`src/hw/error_event_status_defs.svh`:
```
// Purpose: constants for the error event status block
// Assumes: 16-bit configuration register space, byte offsets
// Notes: definitions only
`ifndef ERROR_EVENT_STATUS_DEFS_SVH
`define ERROR_EVENT_STATUS_DEFS_SVH
`define EES_OFFSET 8'hc8
`define EES_RESET 16'h0000
`define EES_BIT_SW_SMI 12
`define EES_BIT_THERM 11
`define EES_BIT_LOCK 9
`define EES_BIT_THROT 7
`define EES_WMASK 16'h1a80
`define CMD_BIT_SERR_EN 8
`endif

```
`src/hw/error_event_status_pkg.sv`:
```
// Purpose: types shared by the error event status block
// Assumes: nothing
// Notes: four event sources
package error_event_status_pkg;
  typedef logic [15:0] reg16_t;
  typedef enum logic [1:0] {
    ev_sw_smi = 2'h0,
    ev_therm = 2'h1,
    ev_lock = 2'h2,
    ev_throt = 2'h3
  } event_id_t;
endpackage

```
`src/hw/flag_if.sv`:
```
// Purpose: carries flag set, clear and state between the status modules
// Assumes: one clock
// Notes: width is a parameter
`timescale 1ns/10ps
`default_nettype none
interface flag_if #(parameter int N = 4);
  logic [N-1:0] set;
  logic [N-1:0] clr;
  logic [N-1:0] state;
  logic [N-1:0] rise;
  modport owner (input set, input clr, output state, output rise);
  modport user (output set, output clr, input state, input rise);
endinterface
`default_nettype wire

```
`src/hw/error_status_flag_logic.sv`:
```
// Purpose: error event status register and system error message launch
// Assumes: config writes/reads come as strobes with an 8-bit offset decoded here, byte enables
// Notes: enables come from neighbouring command registers as inputs
// How it works
// RQ1: sixteen-bit status at offset c8, resets to zero.
// RQ2: one system error message per flag rising, when both enables allow; here flags rising in the same cycle share one message.
// RQ3: flags set on their events whether or not reporting is enabled; here the thermal flag sets only with one of its three enables.
// RQ4: writing one clears a flag and re-arms it; zero leaves it.
// RQ5: bit 12 set on graphics software event causing an smi.
// RQ6: bit 11 set only when a thermal trip produced an interrupt.
// RQ7: software maps each trip point to at most one interrupt kind.
// RQ8: no thermal interrupt message while bit 11 stays set.
// RQ9: bit 9 set on locked access missing dram.
// RQ10: bit 7 set on dram throttling, zero after clear until next.
// RQ11: message needs the flag's own error command enable.
// RQ12: message also needs the global command serr enable.
// RQ13: reserved bits read zero and ignore writes.
`timescale 1ns/10ps
`default_nettype none
`include "error_event_status_defs.svh"
module error_status_flag_logic
  import error_event_status_pkg::*;
(
  // clock and reset
  input wire logic clk,
  input wire logic rstn,
  // configuration access
  input wire logic cfg_wr,
  input wire logic cfg_rd,
  input wire logic [7:0] cfg_addr,
  input wire logic [1:0] cfg_be,
  input wire logic [15:0] cfg_wdata,
  output logic [15:0] cfg_rdata,
  // enables from command registers
  input wire logic [15:0] error_report_enables,
  input wire logic [15:0] pci_command_reg,
  input wire logic therm_smi_en,
  input wire logic therm_sci_en,
  // event sources
  input wire logic sw_smi_event,
  input wire logic therm_trip,
  input wire logic lock_miss_event,
  input wire logic throttle_event,
  // hub link messages
  output logic serr_msg,
  output logic therm_smi_msg,
  output logic therm_sci_msg
);
  // =====================================================
  // decode
  function automatic logic hit(input logic [7:0] a);
    hit = (a == `EES_OFFSET);
  endfunction

  // one flag per event source; the decode below assumes exactly these four
  localparam int NFLAG = 4;
  flag_if #(.N(NFLAG)) fl ();
  logic [15:0] wmask;
  logic therm_serr_en;
  logic therm_fire;
  logic sw_smi_flag, thermal_trip_flag, lock_non_memory_flag, throttle_event_flag;
  reg16_t status;

  sticky_flags #(.N(NFLAG)) u_flags (
    .clk(clk),
    .rstn(rstn),
    .f(fl)
  );

  // =====================================================
  // flags and clears
  // byte-lane mask of write-one-to-clear bits
  assign wmask = {{8{cfg_be[1]}}, {8{cfg_be[0]}}} & `EES_WMASK; // RQ13
  assign therm_serr_en = error_report_enables[`EES_BIT_THERM];
  // trade-off: a second trip point sharing the flag is lost until software clears it
  // trip fires a message only while the flag is clear, else it is dropped
  assign therm_fire = therm_trip & ~thermal_trip_flag & (therm_smi_en | therm_sci_en | therm_serr_en); // RQ8 RQ6

  // event sets, independent of reporting enables except the thermal set, which needs one of its three enables
  assign fl.set[ev_sw_smi] = sw_smi_event; // RQ5 RQ3
  assign fl.set[ev_therm] = therm_fire; // RQ6
  assign fl.set[ev_lock] = lock_miss_event; // RQ9 RQ3
  assign fl.set[ev_throt] = throttle_event; // RQ10 RQ3

  // write ones clear
  assign fl.clr[ev_sw_smi] = cfg_wr & hit(cfg_addr) & wmask[`EES_BIT_SW_SMI] & cfg_wdata[`EES_BIT_SW_SMI]; // RQ4
  assign fl.clr[ev_therm] = cfg_wr & hit(cfg_addr) & wmask[`EES_BIT_THERM] & cfg_wdata[`EES_BIT_THERM]; // RQ4
  assign fl.clr[ev_lock] = cfg_wr & hit(cfg_addr) & wmask[`EES_BIT_LOCK] & cfg_wdata[`EES_BIT_LOCK]; // RQ4
  assign fl.clr[ev_throt] = cfg_wr & hit(cfg_addr) & wmask[`EES_BIT_THROT] & cfg_wdata[`EES_BIT_THROT]; // RQ4

  assign sw_smi_flag = fl.state[ev_sw_smi];
  assign thermal_trip_flag = fl.state[ev_therm];
  assign lock_non_memory_flag = fl.state[ev_lock];
  assign throttle_event_flag = fl.state[ev_throt];

  // register image, reserved bits zero
  always_comb begin
    status = `EES_RESET; // RQ1 RQ13
    status[`EES_BIT_SW_SMI] = sw_smi_flag;
    status[`EES_BIT_THERM] = thermal_trip_flag;
    status[`EES_BIT_LOCK] = lock_non_memory_flag;
    status[`EES_BIT_THROT] = throttle_event_flag;
  end

  // =====================================================
  // read data, registered; other offsets answer zero
  // the image is taken before this edge's sets land, so a read never sees half an update
  always_ff @(posedge clk or negedge rstn) begin
    if (!rstn) begin
      cfg_rdata <= `EES_RESET;
    end else if (cfg_rd) begin
      cfg_rdata <= hit(cfg_addr) ? status : 16'h0000; // RQ1
    end
  end

  // =====================================================
  // an event on a flag already set stays silent until software clears it
  // one system error message per cycle in which any enabled flag rises, gated by both enables
  logic serr_go;
  assign serr_go = pci_command_reg[`CMD_BIT_SERR_EN] &
    (|{fl.rise[ev_sw_smi] & error_report_enables[`EES_BIT_SW_SMI],
       fl.rise[ev_therm] & therm_serr_en,
       fl.rise[ev_lock] & error_report_enables[`EES_BIT_LOCK],
       fl.rise[ev_throt] & error_report_enables[`EES_BIT_THROT]}); // RQ2 RQ11 RQ12

  always_ff @(posedge clk or negedge rstn) begin
    if (!rstn) begin
      serr_msg <= 1'b0;
    end else begin
      serr_msg <= serr_go; // RQ2
    end
  end

  // nothing here guards a doubly mapped trip: both messages would go out
  // thermal smi/sci messages; software keeps one kind per trip point
  always_ff @(posedge clk or negedge rstn) begin
    if (!rstn) begin
      therm_smi_msg <= 1'b0;
      therm_sci_msg <= 1'b0;
    end else begin
      therm_smi_msg <= therm_fire & therm_smi_en; // RQ8 RQ7
      therm_sci_msg <= therm_fire & therm_sci_en; // RQ8 RQ7
    end
  end

  // =====================================================
  // checks
  // flags set on their events and stay until written
  flag_sets_a: assert property (@(posedge clk) disable iff (!rstn) // RQ9
    lock_miss_event |=> lock_non_memory_flag)
    else $error("lock flag did not set");
  throt_sets_a: assert property (@(posedge clk) disable iff (!rstn) // RQ10
    throttle_event |=> throttle_event_flag)
    else $error("throttle flag did not set");
  swsmi_sets_a: assert property (@(posedge clk) disable iff (!rstn) // RQ5
    sw_smi_event |=> sw_smi_flag)
    else $error("software smi flag did not set");
  lock_keeps_a: assert property (@(posedge clk) disable iff (!rstn) // RQ4 RQ3
    (lock_non_memory_flag && !(cfg_wr && hit(cfg_addr))) |=> lock_non_memory_flag)
    else $error("lock flag dropped without a write");

  // write one clears, write zero keeps
  clear_works_a: assert property (@(posedge clk) disable iff (!rstn) // RQ4
    (fl.clr[ev_lock] && !lock_miss_event) |=> !lock_non_memory_flag)
    else $error("write one did not clear");
  zero_keeps_a: assert property (@(posedge clk) disable iff (!rstn) // RQ4
    (cfg_wr && hit(cfg_addr) && !cfg_wdata[`EES_BIT_THROT] && throttle_event_flag) |=> throttle_event_flag)
    else $error("write zero cleared a flag");
  throt_clears_a: assert property (@(posedge clk) disable iff (!rstn) // RQ10 RQ4
    (cfg_wr && hit(cfg_addr) && cfg_be[0] && cfg_wdata[`EES_BIT_THROT] && !throttle_event) |=> !throttle_event_flag)
    else $error("throttle flag did not clear");
  therm_clears_a: assert property (@(posedge clk) disable iff (!rstn) // RQ4
    (cfg_wr && hit(cfg_addr) && cfg_be[1] && cfg_wdata[`EES_BIT_THERM] && !therm_trip) |=> !thermal_trip_flag)
    else $error("thermal flag did not clear");
  swsmi_clears_a: assert property (@(posedge clk) disable iff (!rstn) // RQ5 RQ4
    (cfg_wr && hit(cfg_addr) && cfg_be[1] && cfg_wdata[`EES_BIT_SW_SMI] && !sw_smi_event) |=> !sw_smi_flag)
    else $error("software smi flag did not clear");

  // read port
  reserved_a: assert property (@(posedge clk) disable iff (!rstn) // RQ13
    (cfg_rdata & ~`EES_WMASK) == 16'h0000)
    else $error("reserved bit reads one");
  rd_other_a: assert property (@(posedge clk) disable iff (!rstn) // RQ1
    cfg_rd && !hit(cfg_addr) |=> cfg_rdata == '0)
    else $error("other offset read not zero");
  rd_hold_a: assert property (@(posedge clk) disable iff (!rstn) // RQ1
    !cfg_rd |=> $stable(cfg_rdata))
    else $error("read data moved without a read");
  rd_lock_a: assert property (@(posedge clk) disable iff (!rstn) // RQ9 RQ1
    cfg_rd && hit(cfg_addr) |=> cfg_rdata[`EES_BIT_LOCK] == $past(lock_non_memory_flag))
    else $error("lock flag read wrong");

  // system error messages
  serr_gate_a: assert property (@(posedge clk) disable iff (!rstn) // RQ12
    serr_msg |-> $past(pci_command_reg[`CMD_BIT_SERR_EN]))
    else $error("serr without global enable");
  serr_once_a: assert property (@(posedge clk) disable iff (!rstn) // RQ2 RQ11
    (lock_miss_event && !lock_non_memory_flag && error_report_enables[`EES_BIT_LOCK]
     && pci_command_reg[`CMD_BIT_SERR_EN]) |=> serr_msg)
    else $error("missing serr message");
  serr_enable_a: assert property (@(posedge clk) disable iff (!rstn) // RQ11
    serr_msg |-> ($past(error_report_enables) & `EES_WMASK) != '0)
    else $error("serr without any flag enable");
  serr_quiet_a: assert property (@(posedge clk) disable iff (!rstn) // RQ2
    (lock_non_memory_flag && !sw_smi_event && !therm_trip && !throttle_event) |=> !serr_msg)
    else $error("serr without a rising flag");

  // thermal path
  therm_quiet_a: assert property (@(posedge clk) disable iff (!rstn) // RQ8
    thermal_trip_flag |=> !$rose(therm_smi_msg) || !$past(thermal_trip_flag, 1))
    else $error("thermal message while flag set");
  therm_cause_a: assert property (@(posedge clk) disable iff (!rstn) // RQ6
    $rose(thermal_trip_flag) |-> $past(therm_trip) && $past(therm_smi_en | therm_sci_en | therm_serr_en))
    else $error("thermal flag without a message");
  therm_sets_a: assert property (@(posedge clk) disable iff (!rstn) // RQ6 RQ3
    (therm_trip && !thermal_trip_flag && (therm_smi_en || therm_sci_en || therm_serr_en)) |=> thermal_trip_flag)
    else $error("thermal flag did not set");
  therm_idle_a: assert property (@(posedge clk) disable iff (!rstn) // RQ6
    (!therm_trip && !thermal_trip_flag) |=> !thermal_trip_flag)
    else $error("thermal flag set without a trip");
  therm_lost_a: assert property (@(posedge clk) disable iff (!rstn) // RQ8
    (therm_trip && thermal_trip_flag) |=> !therm_smi_msg && !therm_sci_msg)
    else $error("thermal message for a masked trip");
  smi_gate_a: assert property (@(posedge clk) disable iff (!rstn) // RQ6 RQ7
    therm_smi_msg |-> $past(therm_smi_en))
    else $error("thermal smi without its enable");
  sci_gate_a: assert property (@(posedge clk) disable iff (!rstn) // RQ6 RQ7
    therm_sci_msg |-> $past(therm_sci_en))
    else $error("thermal sci without its enable");
endmodule
`default_nettype wire

```
`src/hw/sticky_flags.sv`:
```
// Purpose: bank of sticky event flags with write-one-to-clear
// Assumes: set and clear arrive as single-cycle levels
// Notes: set wins over clear in the same cycle
`timescale 1ns/10ps
`default_nettype none
module sticky_flags #(
  parameter int N = 4
) (
  // clock and reset
  input wire logic clk,
  input wire logic rstn,
  // flag traffic
  flag_if.owner f
);
  // refuse an empty bank while elaborating
  if (N < 1) begin : g_bad_n
    $error("sticky_flags needs at least one flag");
  end
  // =====================================================
  // flag storage
  genvar i;
  generate
    for (i = 0; i < N; i++) begin : g_flag
      logic flag_r;
      // set beats clear so no event is lost
      always_ff @(posedge clk or negedge rstn) begin
        if (!rstn) begin
          flag_r <= 1'b0;
        end else if (f.set[i]) begin
          flag_r <= 1'b1;
        end else if (f.clr[i]) begin
          flag_r <= 1'b0;
        end
      end
      assign f.state[i] = flag_r;
      assign f.rise[i] = f.set[i] & ~flag_r; // 0-to-1 edge
    end
  endgenerate
endmodule
`default_nettype wire

```
`config.mk`:
```
export PLATFORM = sky130hd
export DESIGN_NAME = error_status_flag_logic
export DESIGN_NICKNAME = d
export VERILOG_FILES = /design/src/hw/error_event_status_pkg.sv /design/src/hw/flag_if.sv /design/src/hw/error_status_flag_logic.sv /design/src/hw/sticky_flags.sv
export VERILOG_INCLUDE_DIRS = /design/src /design/src/hw
export SDC_FILE = /design/constraint.sdc
export NUM_CORES = 1
export LEC_CHECK = 0
export BUFFER_PORTS_ARGS = -buffer_cell sky130_fd_sc_hd__buf_2
export CAP_MARGIN = 10
export CORE_UTILIZATION = 29
export DETAILED_ROUTE_END_ITERATION = 10
export GPL_TIMING_DRIVEN = 0
export PLACE_DENSITY = 0.79
export SLEW_MARGIN = 25
export SYNTH_ARGS = -nofsm -noshare
export SYNTH_HDL_FRONTEND = slang
export SYNTH_SLANG_ARGS = --single-unit
```
`constraint.sdc`:
```
create_clock -name clk -period 1 [get_ports clk]
set_input_delay 0.2 -clock clk [delete_from_list [all_inputs] [get_ports clk]]
set_output_delay 0.2 -clock clk [all_outputs]
set_load 0.005 [all_outputs]
```
; After elaboration in Yosys (flattened, before gate mapping)
; Cells that the tools add are included.
[op_classes]
n_reduce_logical = 5
muxes = 9
bitwise = 26
eq_ne = 1
[ops]
columns = op, count
row1 = AND 1 bit, 20
row2 = two-way mux 13 bit, 1
row3 = == test 8 bit (second input constant), 1
row4 = two-way mux 1 bit, 8
row5 = nonzero test 2 bit, 4
row6 = inverter 1 bit, 4
row7 = OR reduction 4 bit, 1
row8 = bitwise OR 1 bit, 2
[totals]
wordCells = 49
inputBits = 68
register_bits = 23

; Depth between registers and ports, before layout
[depth]
depth_word = 7
depth_mapped = 3
depth_no_buf = 3

; Hierarchy
; From an unflattened synthesis, not the netlist that was laid out.
[hier_totals]
cells_unflattened = 72
area_unflattened_um2 = 695.7
[by_module_without_submodules]
columns = module, cells_per_inst, n_inst, area_per_inst_um2, seq_area_each_um2
row1 = error_status_flag_logic, 52, 1, 495.5, 175.2
row2 = sticky_flags, 20, 1, 200.2, 100.1

; Worst setup path before layout
; OpenSTA, ideal clock, no wires.
[synth_path]
path_type = input -> register
startpoint = input port cfg_addr[2]
endpoint = register u_flags.g_flag[1].flag_r
setup_ns = 0.120
slack_ns = 0.023
arrival_time_ns = 0.858
cell_stages = 3
required_ns = 0.880
path_cell_list = nor4b_4 -> nand4_4 -> o22a_2
[synth_via]
elab_chain_len = 5
[synth_rtl]
columns = element, line
row1 = start: declaration, error_status_flag_logic.sv:30  ; input wire logic [7:0] cfg_addr,
row2 = == test 8 bit (no source line), --
row3 = AND 1 bit (3 in series), error_status_flag_logic.sv:87  ; assign fl.clr[ev_therm] = cfg_wr & hit(cfg_addr) & wmask[`EES_BIT_THERM] & cfg_wdata[`EES_BIT_THERM];
row4 = nonzero test 2 bit (no source line), --
row5 = end signal: assignment, sticky_flags.sv:28  ; flag_r <= 1'b0;
row6 = end signal: assignment, sticky_flags.sv:30  ; flag_r <= 1'b1;
row7 = end signal: assignment, sticky_flags.sv:32  ; flag_r <= 1'b0;
row8 = end: declaration, sticky_flags.sv:24  ; logic flag_r;
; Every way passes these cells.
; A chain may end at the register's enable or synchronous reset.

; Final worst setup path
[layout_path]
startpoint = register cfg_rdata[9]
endpoint = output port cfg_rdata[9]
[layout_lines]
columns = element, line
row1 = start: declaration, error_status_flag_logic.sv:33  ; output logic [15:0] cfg_rdata,
row2 = start signal: assignment, error_status_flag_logic.sv:110  ; cfg_rdata <= `EES_RESET;
row3 = start signal: assignment, error_status_flag_logic.sv:112  ; cfg_rdata <= hit(cfg_addr) ? status : 16'h0000;
; No word-level cell between the ends.

==> impl_metrics.toml <==
[run_status]
status = "complete, no violations"

[floorplan]
ioPinCount = 87
start_util_pct = 30.93
core_area_um2 = 1962
die_x_um = 47.75
fp-row-count = 16
die-height_um = 47.75
die_area_um2 = 2280

[synth]
synthTopCellsByCount = "buf_4, dfrtp_1, nand2_1"
synth_area_um2 = 606.8
ys_ff_latch = 11
synth_warnings = 0
synth_cells = 58
synth-main-ff-cell = "dfrtp_1"
synth_cell_type_count = 19
synth_enable_flop_cells = 0
yosysMostFrequentCell = "buf_4"
avgSynthCellArea_um2 = 10.46
yosysTopAreaCell = "dfrtp_1"
synth-seq-area-share_pct = 45.36
synth_top_area_share_pct = 45.36
async_reset_ff_share_pct = 100.0
synth_area_leaders = "dfrtp_1, buf_4, o22ai_1"

[worst_setup_path]
crit_required_ns = 0.80
worstReg2RegStart = "u_flags.g_flag[1].flag_r$_DFFE_PN0P_"
max_stage_delay_ns = 0.38
r2r_cells = 3
worstPathCellList = "buf_2"
crit_path_end = "cfg_rdata[9]"
arrival_ns = 0.77
crit_cells = 1
criticalPathCategory = "register to output pin"
cpLargestDelayFamily = "flip-flops"
cp_max_fo = 2
cp_slowest_cell = "dfrtp_1"
r2r-end = "serr_msg$_DFF_PN0_"
crit_buf_inv = 1
start_kind = "register"
worst_setup_path_end_kind = "output pin"
rrSetupSlack_ns = 0.07
crit_start = "cfg_rdata[9]$_DFFE_PN0P_"

[power_and_ir_drop]
power_density_nw_per_um2 = 987.9
irDropWorstVdd_v = 0.0004907
power.leakage_uw = 0.0004802

[cells_and_area]
n_antenna_cell = 0
area_growth_pct = 48.87
nNetsFinal = 179
design_area_um2 = 903.4
drive_gt1_share_pct = 49.09

[clock_tree]
clk_pin_slew_ns = 0.07
cts_made_buffers = 3
cts_buffer_depth = 2
clock_latency_ns = 0.26
clock_sinks = 11
cts-root-buf = "clkbuf_4"
cts_tree = "built"
cts_max_level = 1
cts_resized = 0

[flow_run]
cap_violations = 0

[grt]
grtUsageMet3_pct = 0
grt_antenna_before_repair = 0
grt-ovfl-total = 0
grtUsageMet2_pct = 20.54
first_global_vias = 483
grtUsageTotal_pct = 12.15
grt_pass1_wl_mm = 1.938
grt_max_degree = 12
grt.met1_usage_pct = 15.38
grt_busiest_layer = "met2"

[sta]
setup_ws_ns = 0.03214
finalCriticalPeriod_ns = 0.9679
period_share_pct = 96.79
drv_slew = 0
max_freq_mhz = 1033
hold_viol_final = 0
finalSetupViolCount = 0
whs_ns = 0.1495
rsz0062_at_grt = "no"
fin_skew_ns = 0.006728

[drt]
postRouteAntennaNets = 0
vias = 564
wl_per_cell_um = 9.248
viasPerCell = 4.117
first_pass_iters = 4
drt_iter0_drc = 9
wl_mm = 1.267
drc = 0

[worst_hold_path]
hp-start = "pci_command_reg[8]"
hp-class = "primary input to register"

[place]
place_ws_ns = -0.1628
place_hpwl_mm = 1.078
place_area_um2 = 852.1
gp_congestion = 0.6922
port_buffers = 34
==> layer usage <==
metal  up-vias  wire length, um
met1       244              510
met3         0              113
met4         0                0
li1        287                -
met2        33              644
met5         -                0
==> cells by family (layout without fill, tap and decap cells) <==
| family | Yosys count | count (layout) | synth area share [%] |
|---|---|---|---|
| AND/OR/NAND/NOR | 17 | 17 | 20.83 |
| buffers and inverters | 17 | 58 | 17.94 |
| AO/OA/AOI/OAI | 12 | 12 | 15.26 |
| flip-flops | 11 | 11 | 45.36 |
| other | 1 | 12 | 0.6180 |
==> per-stage QoR <==
step	instances	power (uW)	util [%]	TNS, ns
2_1_floorplan	69	525.0	-	0
3_3_place_gp	130	596.6	43.43	-0.6526
3_5_place_dp	130	600.9	43.43	-0.9393
4_1_cts	135	896.6	45.28	0
5_1_grt	137	944.2	46.05	0
6_report	137	892.5	46.05	0
==> worst min-delay path by stage <==
stage | end | slack, ns | cells past startpoint
2_1_floorplan | cfg_rdata[11]$_DFFE_PN0P_ | -0.1 | 0
3_3_place_gp | therm_smi_msg$_DFF_PN0_ | 0.07 | 1
3_5_place_dp | therm_smi_msg$_DFF_PN0_ | 0.08 | 1
4_1_cts | serr_msg$_DFF_PN0_ | 0.15 | 2
5_1_grt | serr_msg$_DFF_PN0_ | 0.16 | 2
6_report | serr_msg$_DFF_PN0_ | 0.15 | 2
==> cells in the final DEF (no fill, tap or decap) <==
cell and count:
and2_1 2, buf_2 34, buf_4 14, clkbuf_1 2, clkbuf_4 3, conb_1 12
dfrtp_1 11, dlygate4sd3_1 1, inv_1 4, nand2_1 7, nand4_1 1, nand4_4 1
nand4b_1 3, nor2_1 1, nor2b_1 1, nor4b_4 1, o21a_1 1, o22a_1 3
o22a_2 1, o22ai_1 5, o2bb2ai_1 1, o31a_1 1
==> where the power goes <==
| part | internal (uW) | switching (uW) | total, uW |
|---|---|---|---|
| registers | 445 | 0.433 | 446 |
| logic | 85.6 | 64.6 | 150 |
| clock network | 154 | 142 | 296 |
| total | 685 | 207 | 892 |
==> registers in the layout (all words and copies together) (netlist names) <==
| name | count |
|---|---|
| u_flags.g_flag.flag_r | 4 |
| cfg_rdata | 4 |
| therm_sci_msg | 1 |
| therm_smi_msg | 1 |
| serr_msg | 1 |
==> cell type report <==
type | instances | area [um^2]
fillers | 213 | 1059
flip-flops and latches | 11 | 275.3
multi-input cells | 41 | 264.0
repair buffers | 37 | 195.2
plain buffers | 13 | 93.84
well taps | 27 | 33.78
clock buffers | 4 | 26.28
inverters | 4 | 15.01
==> timing repair <==
| action | in CTS | in global routing |
|---|---|---|
| setup buffers | 0 | 2 |
| endpoints found under the hold margin | 11 | 0 |
| hold buffers | 1 | 0 |
| setup endpoints to repair | 0 | 2 |
Power figures use the tool's default switching activity.
